File: config.mk
export PLATFORM = sky130hd
export DESIGN_NAME = adc_conversion_control
export DESIGN_NICKNAME = d
export VERILOG_FILES = /design/src/adc_ctrl_pkg.sv /design/src/sar_if.sv /design/src/adc_conversion_control.sv /design/src/sar_engine.sv
export SDC_FILE = /design/constraint.sdc
export NUM_CORES = 1
export LEC_CHECK = 0
export CAP_MARGIN = 20
export CELL_PAD_IN_SITES_DETAIL_PLACEMENT = 1
export CELL_PAD_IN_SITES_GLOBAL_PLACEMENT = 1
export CORE_MARGIN = 3
export CORE_UTILIZATION = 29
export CTS_BUF_LIST = sky130_fd_sc_hd__clkbuf_4 sky130_fd_sc_hd__clkbuf_8
export DETAILED_ROUTE_END_ITERATION = 10
export DONT_BUFFER_PORTS = 1
export PLACE_DENSITY_LB_ADDON = 0.1
export SYNTH_ARGS = -nofsm -noshare
export SYNTH_HDL_FRONTEND = slang
export SYNTH_SLANG_ARGS = --single-unit
export TNS_END_PERCENT = 100
File: constraint.sdc
create_clock -name i_clk_sys -period 4.3 [get_ports i_clk_sys]
set_input_delay 0.215 -clock i_clk_sys [delete_from_list [all_inputs] [get_ports i_clk_sys]]
set_output_delay 0.215 -clock i_clk_sys [all_outputs]
set_load 0.03 [all_outputs]
File: src/adc_ctrl_pkg.sv
package adc_ctrl_pkg;

    localparam int unsigned ADDR_W          = 4;
    localparam int unsigned DATA_W          = 8;

    localparam logic [3:0]  ADDR_CONTROL    = 4'h0;
    localparam logic [3:0]  ADDR_RESULT     = 4'h1;

    localparam int unsigned POS_ENABLE      = 0;
    localparam int unsigned POS_START_DONE  = 1;
    localparam int unsigned POS_CHANNEL_LO  = 2;
    localparam int unsigned POS_CHANNEL_HI  = 3;
    localparam int unsigned POS_ANALOG_LO   = 6;
    localparam int unsigned POS_ANALOG_HI   = 7;

    localparam logic [1:0]  RST_ANALOG_PINS = 2'h3;
    localparam logic [1:0]  RST_CHANNEL     = 2'h3;
    localparam logic [1:0]  SLEEP_CHANNEL   = 2'h3;
    localparam logic [7:0]  RST_RESULT      = 8'h00;

    localparam logic [1:0]  CHAN_INPUT_ZERO = 2'h0;
    localparam logic [1:0]  CHAN_INPUT_ONE  = 2'h1;
    localparam logic [1:0]  CHAN_ABS_REF    = 2'h2;

    localparam int unsigned CLK_PERIOD_NS   = 50;
    localparam int unsigned OSC_DIVISOR     = 4;
    localparam int unsigned BIT_PERIOD_NS   = OSC_DIVISOR * CLK_PERIOD_NS;
    localparam int unsigned BIT_PERIOD_CYC  = BIT_PERIOD_NS / CLK_PERIOD_NS;
    localparam int unsigned PERIODS_PER_CONV = 13;
    localparam int unsigned CONV_CYCLES     = PERIODS_PER_CONV * BIT_PERIOD_CYC;

    localparam logic [1:0]  PRESCALE_LAST   = 2'(BIT_PERIOD_CYC - 1);
    localparam logic [3:0]  PERIOD_SAMPLE   = 4'h0;
    localparam logic [3:0]  PERIOD_LAST_BIT = 4'h8;
    localparam logic [3:0]  PERIOD_LAST     = 4'(PERIODS_PER_CONV - 1);
    localparam logic [7:0]  PROBE_FIRST     = 8'h80;

    typedef enum logic [1:0]
    {
        SAR_IDLE    = 2'b00,
        SAR_SAMPLE  = 2'b01,
        SAR_CONVERT = 2'b10,
        SAR_SETTLE  = 2'b11
    } sar_state_e;

endpackage : adc_ctrl_pkg

File: src/sar_if.sv
`timescale 1ns/1ps
interface sar_if;
    logic       tick;
    logic       start;
    logic       abort;
    logic       cmp_high;
    logic       busy;
    logic       sampling;
    logic       done;
    logic       partial_ok;
    logic [7:0] code;
    logic [7:0] value;

    modport ctrl
    (
        output tick, start, abort, cmp_high,
        input  busy, sampling, done, partial_ok, code, value
    );

    modport engine
    (
        input  tick, start, abort, cmp_high,
        output busy, sampling, done, partial_ok, code, value
    );
endinterface : sar_if

File: src/adc_conversion_control.sv
// Behaviour
// - Produce an unsigned eight-bit result from the sampled analog input.
// - Only one conversion clock source: internal oscillator divided by four.
// - Every conversion lasts thirteen conversion bit periods.
// - The divisor sets only the bit period length, never the period count.
// - With the fixed divisor a conversion ends after thirteen instruction cycles.
// - Reference is always the supply rail; no external reference selectable.
// - Any reset sets the analog pin select field to binary 11.
// - Pins selected as analog lose their digital output function.
// - Analog pin select acts on pins regardless of converter enable.
// - Channel select routes the chosen source to the sampling circuit.
// - The absolute reference channel is usable whatever the analog pin selection.
// - Sleep entry discards the converter's channel selection.
// - Start/done set starts; cleared at completion; manual clear aborts, partial result once a bit is decided.
// - Setting start/done has no effect while converter enable is clear.
// - Sleep clears start/done and enable, stops conversion, channel becomes 11.
//
// The implementer's own choices: the register addresses and the plain strobed port.
`timescale 1ns/1ps
module adc_conversion_control
(
    input  wire logic                              i_clk_sys,
    input  wire logic                              i_rst_n,
    input  wire logic [adc_ctrl_pkg::ADDR_W-1:0]   i_addr,
    input  wire logic [adc_ctrl_pkg::DATA_W-1:0]   i_wdata,
    input  wire logic                              i_wr,
    input  wire logic                              i_rd,
    output logic      [adc_ctrl_pkg::DATA_W-1:0]   o_rdata,
    input  wire logic                              i_sleep_enter,
    input  wire logic                              i_cmp_high,
    output logic      [7:0]                        o_dac_code,
    output logic                                   o_sample_hold,
    output logic      [1:0]                        o_channel_route,
    output logic                                   o_route_enable,
    output logic      [1:0]                        o_pin_digital_disable,
    output logic                                   o_converter_powered,
    output logic                                   o_ref_supply,
    output logic                                   o_busy
);
    import adc_ctrl_pkg::*;

    sar_if sar ();

    logic [1:0] analog_pin_select;
    logic [1:0] channel_select;
    logic       converter_enable;
    logic       start_done;
    logic [7:0] conversion_result;
    logic [1:0] prescale;
    logic       next_start_done;
    logic [7:0] next_rdata;

    // Register decode.
    wire        wr_control   = i_wr & (i_addr == ADDR_CONTROL);
    wire        rd_control   = i_rd & (i_addr == ADDR_CONTROL);
    wire        rd_result    = i_rd & (i_addr == ADDR_RESULT);
    wire        w_enable     = i_wdata[POS_ENABLE];
    wire        w_start_done = i_wdata[POS_START_DONE];
    wire [1:0]  w_channel    = i_wdata[POS_CHANNEL_HI:POS_CHANNEL_LO];
    wire [1:0]  w_analog     = i_wdata[POS_ANALOG_HI:POS_ANALOG_LO];

    // A start needs the enable already set; a write that sets both only powers up.
    // A write that clears the enable, or a sleep entry in the same cycle, refuses it,
    // so the engine can never run while the converter is powered down.
    wire        start_req    = wr_control & w_start_done & w_enable & converter_enable &
                               ~start_done & ~i_sleep_enter;
    wire        sw_abort     = wr_control & start_done & (~w_start_done | ~w_enable);
    wire        conv_done    = sar.done;

    // Completion in the same cycle as a clearing write still counts as completion.
    wire        abort_req    = start_done & ~conv_done & (i_sleep_enter | sw_abort);
    wire        keep_partial = abort_req & sar.partial_ok;

    wire [7:0]  control_view;
    assign control_view[POS_ENABLE]                    = converter_enable;
    assign control_view[POS_START_DONE]                = start_done;
    assign control_view[POS_CHANNEL_HI:POS_CHANNEL_LO] = channel_select;
    assign control_view[5:4]                           = 2'h0;
    assign control_view[POS_ANALOG_HI:POS_ANALOG_LO]   = analog_pin_select;

    assign next_rdata = rd_control ? control_view :
                        rd_result  ? conversion_result : 8'h00;

    // The divider restarts with each conversion so that every one takes exactly
    // thirteen full bit periods, whatever phase the divider was in before.
    wire        bit_tick     = sar.busy & (prescale == PRESCALE_LAST);

    assign sar.tick     = bit_tick;
    assign sar.start    = start_req;
    assign sar.abort    = abort_req;
    assign sar.cmp_high = i_cmp_high;

    sar_engine u_sar_engine
    (
        .i_clk_sys (i_clk_sys),
        .i_rst_n   (i_rst_n),
        .sar       (sar)
    );

    // Pin channels reach the sampler only when their pin is in analog mode;
    // the absolute reference is always reachable. Code 11 routes nothing.
    wire        pin_channel  = (channel_select == CHAN_INPUT_ZERO) |
                               (channel_select == CHAN_INPUT_ONE);
    wire        pin_analog   = analog_pin_select[channel_select[0]];

    assign o_channel_route       = channel_select;
    assign o_route_enable        = (pin_channel & pin_analog) |
                                   (channel_select == CHAN_ABS_REF);
    assign o_pin_digital_disable = analog_pin_select;
    assign o_converter_powered   = converter_enable;
    assign o_ref_supply          = 1'b1;
    assign o_sample_hold         = sar.sampling;
    assign o_dac_code            = sar.code;
    assign o_busy                = start_done;

    always_comb
    begin
        next_start_done = start_done;
        if (i_sleep_enter)
        begin
            next_start_done = 1'b0;
        end
        else if (start_req)
        begin
            next_start_done = 1'b1;
        end
        else if (conv_done)
        begin
            next_start_done = 1'b0;
        end
        else if (sw_abort)
        begin
            next_start_done = 1'b0;
        end
    end

    always_ff @(posedge i_clk_sys or negedge i_rst_n)
    begin
        if (!i_rst_n)
        begin
            prescale <= 2'h0;
        end
        else if (start_req)
        begin
            prescale <= 2'h0;
        end
        else
        begin
            prescale <= prescale + 2'h1;
        end
    end

    always_ff @(posedge i_clk_sys or negedge i_rst_n)
    begin
        if (!i_rst_n)
        begin
            start_done <= 1'b0;
        end
        else
        begin
            start_done <= next_start_done;
        end
    end

    always_ff @(posedge i_clk_sys or negedge i_rst_n)
    begin
        if (!i_rst_n)
        begin
            converter_enable <= 1'b0;
        end
        else if (i_sleep_enter)
        begin
            converter_enable <= 1'b0;
        end
        else if (wr_control)
        begin
            converter_enable <= w_enable;
        end
    end

    // Sleep leaves the pin selection alone; only a reset restores it.
    always_ff @(posedge i_clk_sys or negedge i_rst_n)
    begin
        if (!i_rst_n)
        begin
            analog_pin_select <= RST_ANALOG_PINS;
        end
        else if (wr_control)
        begin
            analog_pin_select <= w_analog;
        end
    end

    always_ff @(posedge i_clk_sys or negedge i_rst_n)
    begin
        if (!i_rst_n)
        begin
            channel_select <= RST_CHANNEL;
        end
        else if (i_sleep_enter)
        begin
            channel_select <= SLEEP_CHANNEL;
        end
        else if (wr_control)
        begin
            channel_select <= w_channel;
        end
    end

    // An abort after the first bit decision keeps the decided bits, the rest read zero; an earlier abort leaves the result as it was.
    always_ff @(posedge i_clk_sys or negedge i_rst_n)
    begin
        if (!i_rst_n)
        begin
            conversion_result <= RST_RESULT;
        end
        else if (conv_done)
        begin
            conversion_result <= sar.value;
        end
        else if (keep_partial)
        begin
            conversion_result <= sar.value;
        end
    end

    always_ff @(posedge i_clk_sys or negedge i_rst_n)
    begin
        if (!i_rst_n)
        begin
            o_rdata <= 8'h00;
        end
        else
        begin
            o_rdata <= next_rdata;
        end
    end
endmodule : adc_conversion_control

File: src/sar_engine.sv
`timescale 1ns/1ps
module sar_engine
(
    input  wire logic i_clk_sys,
    input  wire logic i_rst_n,
    sar_if.engine     sar
);
    import adc_ctrl_pkg::*;

    sar_state_e state;
    sar_state_e next_state;
    logic [3:0] period;
    logic [7:0] trial;
    logic [7:0] probe;
    logic [7:0] next_trial;
    wire        last_period = (period == PERIOD_LAST);

    // The probe bit marks the bit under test; bits at and below it are not yet decided.
    assign next_trial     = (sar.cmp_high ? trial : (trial & ~probe)) | (probe >> 1);
    assign sar.busy       = (state != SAR_IDLE);
    assign sar.sampling   = (state == SAR_SAMPLE);
    assign sar.done       = sar.tick & (state == SAR_SETTLE) & last_period;
    assign sar.value      = trial & ~probe;
    assign sar.partial_ok = (probe != PROBE_FIRST);
    assign sar.code       = trial;

    always_comb
    begin
        next_state = state;
        case (state)
            SAR_IDLE:    next_state = SAR_IDLE;
            SAR_SAMPLE:  if (period == PERIOD_SAMPLE) next_state = SAR_CONVERT;
            SAR_CONVERT: if (period == PERIOD_LAST_BIT) next_state = SAR_SETTLE;
            SAR_SETTLE:  if (last_period) next_state = SAR_IDLE;
            default:     next_state = SAR_IDLE;
        endcase
    end

    always_ff @(posedge i_clk_sys or negedge i_rst_n)
    begin
        if (!i_rst_n)
        begin
            state  <= SAR_IDLE;
            period <= 4'h0;
            trial  <= 8'h00;
            probe  <= PROBE_FIRST;
        end
        else if (sar.start)
        begin
            state  <= SAR_SAMPLE;
            period <= PERIOD_SAMPLE;
            trial  <= PROBE_FIRST;
            probe  <= PROBE_FIRST;
        end
        else if (sar.abort)
        begin
            state  <= SAR_IDLE;
        end
        else if (sar.tick && sar.busy)
        begin
            state  <= next_state;
            period <= period + 4'h1;
            if (state == SAR_CONVERT)
            begin
                trial <= next_trial;
                probe <= probe >> 1;
            end
        end
    end
endmodule : sar_engine

======== Word level (Yosys, flattened, before mapping) ========
Index checks and enable logic that the tools add are counted.
word-level totals
  flip-flop bits (word level) ............. 46
cells by class
  $add $sub $neg .......................... 2
  $lt $le $gt $ge ......................... 1
  equality and inequality tests ........... 14
  mux-type cells .......................... 34
  bitwise gates (word level) .............. 29
  reductions and logical operators ........ 15
operator list
  operator                                                         count
  8-bit 2-to-1 mux                                                 13
  2-bit 2-to-1 mux                                                 9
  1-bit bitwise AND                                                17
  4-bit 2-to-1 mux                                                 3
  2-bit nonzero test                                               5
  8-bit bitwise AND                                                1
  2-bit == test, second input constant                             4
  4-bit == test, second input constant                             2
  4-bit logical NOT                                                2
  1-bit 2-to-1 mux                                                 8
  4-bit by 3-bit != test with 1-bit output, second input constant  2
  8-bit != test, second input constant                             1
  8-bit inverter                                                   1
  8-bit by 7-bit bitwise OR with 8-bit output                      1
  2-bit case mux with 4 select lines                               1
  1-bit inverter                                                   5
  4-bit by 1-bit adder with 4-bit output, second input constant    1
  2-bit by 1-bit == test with 1-bit output, second input constant  2
  4-bit by 1-bit == test with 1-bit output, second input constant  1
  2-bit logical NOT                                                2
  4-bit by 1-bit != test with 1-bit output, second input constant  1
  1-bit bitwise OR                                                 4
  4-bit AND reduction                                              1
  4-bit nonzero test                                               1
  other kinds (7)                                                  7

======== Depth between registers and ports, before layout ========
  depth in word-level cells ............... 10
  depth in mapped cells ................... 8
  gate-level depth less buffers ........... 7

======== By module ========
From an unflattened synthesis, not the netlist that was laid out.
unflattened totals
  cells, all modules ...................... 242
  area, all modules ....................... 2371.0 µm²
by module, submodules not included
  module                  instances  cells each  area each (µm²)  sequential area each (µm²)
  adc_conversion_control  1          116         1212.4           605.6
  sar_engine              1          126         1158.6           551.8

======== Worst setup path after synthesis ========
Ideal clock, no wire load.
  kind .................................... register to register
  start ................................... reg u_sar_engine.state[1]
  end ..................................... reg u_sar_engine.state[1]
  setup time .............................. 0.120 ns
  arrival ................................. 1.979 ns
  data required time ...................... 4.180 ns
  path slack .............................. 2.201 ns
  cell stages (with the launch flop) ...... 8
  buffers on the path ..................... 0
  path through ............................ dfrtp_1 > inv_1 > ha_1 > and4b_1 > or3_1 > nand3_1 > mux2_2 > and3_1
RTL lines
  element                                       line                          text
  start, declared                               sar_engine.sv:10              sar_state_e state;
  start signal, assigned                        sar_engine.sv:61              state <= next_state;
  2-bit by 1-bit == test with 1-bit output (*)  --
  net o_sample_hold                             adc_conversion_control.sv:32  output logic o_sample_hold,
  2-bit case mux with 4 select lines            sar_engine.sv:30              case (state)
  2-bit 2-to-1 mux                              sar_engine.sv:59              else if (sar.tick && sar.busy)
  2-bit 2-to-1 mux                              sar_engine.sv:55              else if (sar.abort)
  2-bit 2-to-1 mux                              sar_engine.sv:48              else if (sar.start)
The timed path passes the listed nets; every way through them passes the cells marked *. The select of a mux whose other input is x is not followed.
A chain may end at the register's enable or synchronous reset.

======== Worst setup path in the final report ========
  start ................................... reg start_done (netlist: o_busy)
  end ..................................... reg u_sar_engine.probe[3]
on the way
  word-level cells in the longest chain between the ends .. 6
RTL lines
  element                               line                           text
  start, declared                       adc_conversion_control.sv:47   logic start_done;
  start signal, assigned                adc_conversion_control.sv:161  start_done <= next_start_done;
  1-bit bitwise AND (2 in series)       adc_conversion_control.sv:67   wire sw_abort = wr_control & start_done & (~w_start_done | ~w_enable);
  1-bit bitwise OR                      adc_conversion_control.sv:71   wire abort_req = start_done & ~conv_done & (i_sleep_enter | sw_abort);
  1-bit bitwise AND                     adc_conversion_control.sv:71
  2-bit != test (no source line)        --
  3-bit AND reduction (no source line)  --
  end signal, assigned                  sar_engine.sv:66               probe <= probe >> 1;
  end, declared                         sar_engine.sv:14               logic [7:0] probe;
Parallel ways exist; a longest one is shown, timed or not.

==> flow_summary.yaml <==
die:
  fp.dieH_um: 95.0
  core_um2: 7490
  initial_core_util_pct: 30.7
  die_w_um: 95.0
  dieArea_um2: 9030
  rows: 31
  ios: 43
critical_path:
  r2r_start: "o_busy"
  crit_start: "o_busy"
  cp.arrival_ns: 2.66
  crit_end: "u_sar_engine.probe[3]"
  required_ns: 4.49
  reg2reg_depth: 5
  reg2reg_to: "u_sar_engine.probe[3]"
  cp-end-kind: "flop"
  critPathKind: "reg2reg"
  critPathLaunchType: "flop"
  rrSetupSlack_ns: 1.83
  crit_path_max_fanout: 14
layout:
  diodes: 0
  drive_above_1_share_pct: 16.4
  area_growth_pct: 8.66
  fin_nets: 225
  n_fill_cell: 838
  stdcell_count: 300
  design_area_um2: 2500
clocking:
  htree_levels: 2
  cts_tree: "yes"
  clock-sinks: 46
  clock_latency_ns: 0.30
  clock_path_buffers: 2
  cts.reportedPaths.clkPinSlew_ns: 0.09
  clockRootBuffer: "clkbuf_8"
  cts_buffers: 5
detailed_routing:
  drt_wl_total_um: 5550
  first_pass_iters: 4
  drt_iter0_markers: 68
  viasPerCell: 5.20
  ant_nets: 0
  wl_per_cell_um: 18.5
  route.detailed.drc: 0
  vias: 1561
global_route:
  grt_pass1_vias: 1689
  antenna_found_initial: 0
  grt_max_degree: 47
  grt-ovfl-total: 0
  grt_pass1_wl_um: 9070
  grt_usage_pct: 13.3
sta:
  rsz0062_at_grt: "false"
  finalSetupViolations: 0
  relSlewSlack_pct: 53.0
  final.min_clock_period_ns: 2.47
  fmaxAchievable_mhz: 405
  finClkSkew_ns: 0.00960
  min_period_over_period_pct: 57.4
  tightestPinTransition_ns: 0.703
  fin_setup_tns_ns: 0
  hold_violations: 0
  drv_slew: 0
power:
  leakagePower_nw: 1.12
  power_density_nw_per_um2: 309
  ir_worst_vdd_uv: 120
yosys:
  netlist_area_um2: 2300
  yosysUniqueCellTypes: 47
  synth_warnings: 0
  synth-seq-cells: 46
  ys_seq_area_share_pct: 50.4
  synthCells: 198
  syn-num-nets: 223
  syn_avg_cell_area_um2: 11.6
placement:
  placed_cells: 289
  hpwl_um: 4020
  gp_congestion: 0.756
  port_buffers: 0
  post_dp_cell_area_um2: 2360
status:
  status: "finished, final reports clean"
min_path:
  min-delay-start: "i_cmp_high"
  worstHoldPathType: "in2reg"
run:
  cap_viol_max_count: 0
registers in the layout (all words and copies together), names as in the netlist:
register / count
conversion_result: 8
o_busy: 1
o_channel_route: 2
o_converter_powered: 1
o_pin_digital_disable: 2
o_rdata: 8
prescale: 2
u_sar_engine.period: 4
u_sar_engine.probe: 8
u_sar_engine.sar.code: 8
u_sar_engine.state: 2
worst max-delay path: stages, from the launching register on:
cell	delay, ns
dfrtp_1	0.63
and4b_1	0.43
nand4_1	0.58
o31a_1	0.29
o21a_1	0.21
a22o_1	0.23
worst min-delay path by stage:
stage                                     to  slack [ns]  depth (start not counted)
finish              u_sar_engine.sar.code[7]        0.03                          1
global route        u_sar_engine.sar.code[7]        0.03                          1
CTS                 u_sar_engine.sar.code[7]        0.02                          1
detailed placement                    o_busy       -0.08                          0
global placement                      o_busy       -0.08                          0
floorplan               conversion_result[0]       -0.08                          0
cell usage in the layout (no fill, tap or decap), types with 3 or more instances in the layout:
cell	n
nor2_1	15
a21oi_1	4
nor2b_1	9
a31oi_1	3
a32o_1	7
mux2_4	7
nand2_1	18
mux2_2	3
ha_1	7
o21ai_0	6
mux2i_1	8
nand3_1	6
and4b_1	3
dfstp_2	5
clkbuf_8	5
inv_1	5
dfrtp_1	41
a22o_1	7
o21a_1	3
logic make-up (layout without fill, tap and decap cells):
logic type      after synthesis  count (layout)  share of synthesized area, %
buf+inv                      13              16                          3.54
compound gates               39              39                          14.1
simple gates                 71              71                          17.4
fa+ha+maj                     7               7                          3.81
mux                          18              18                          9.53
other cells                   1               1                         0.163
xor+xnor                      3               3                          1.14
flops                        46              46                          50.4
report_power, final:
part | internal (mW) | total, mW | switching [mW]
combinational | 0.0156 | 0.0380 | 0.0224
clock | 0.114 | 0.269 | 0.155
sequential | 0.444 | 0.464 | 0.0191
routing by layer:
metal	GRT usage, %	up-vias	wire (um)
met5	0	-	0
met4	4.09	0	68
met3	4.10	6	351
met2	22.7	47	2680
met1	16.0	790	2440
li1	-	718	-
Yosys cell counts (all sizes together):
cell     n  area [um^2]
o211ai   2         15.0
a21oi    4         20.0
nand3b   1         7.51
nand4    2         12.5
clkbuf   1         3.75
nor2    15         56.3
xnor2    1         8.76
nor3     2         21.3
nor4     2         12.5
ha       7         87.6
and3     2         12.5
nor2b   10         65.1
nor4b    1         8.76
and4     2         20.0
o21a     3         22.5
inv      5         18.8
a32o     7         70.1
o22a     2         17.5
a31o     1         17.5
a21boi   1         7.51
xor2     2         17.5
a31oi    3         18.8
o21ai    6         30.0
nand3    7         40.0
dfrtp   41         1030
and2     1         6.26
dfstp    5          131
conb     1         3.75
or3      1         6.26
mux2    10          139
nand2   19         73.8
o31a     1         8.76
a311oi   1         26.3
buf      7         58.8
and4b    3         30.0
nand2b   3         26.3
a32oi    1         8.76
a22o     7         61.3
mux2i    8         80.1
area by class of cell:
class / count / area [um^2] / area share, %
inverters: 5 / 18.8 / 0.752
multi-input cells: 139 / 1060 / 42.4
clock inverters: 3 / 21.3 / 0.852
clock buffers: 5 / 68.8 / 2.76
repair buffers: 3 / 47.5 / 1.90
flip-flops and latches: 46 / 1160 / 46.3
well taps: 99 / 124 / 4.96
through the flow:
stage | hold WS, ns | power [mW] | worst slack [ns] | util, %
floorplan | -0.0806 | 0.495 | 2.20 | -
global placement | -0.0791 | 0.496 | 1.83 | 31.5
detailed placement | -0.0788 | 0.497 | 1.75 | 31.5
CTS | 0.0191 | 0.786 | 1.71 | 33.4
global route | 0.0291 | 0.806 | 1.60 | 33.4
finish | 0.0326 | 0.771 | 1.83 | 33.4
what timing repair did:
action,in CTS,in global routing
buffers inserted,0,0
resized for setup,0,0
endpoints found under the hold margin,48,0
hold buffers,3,0
(Power assumes the default switching activity.)
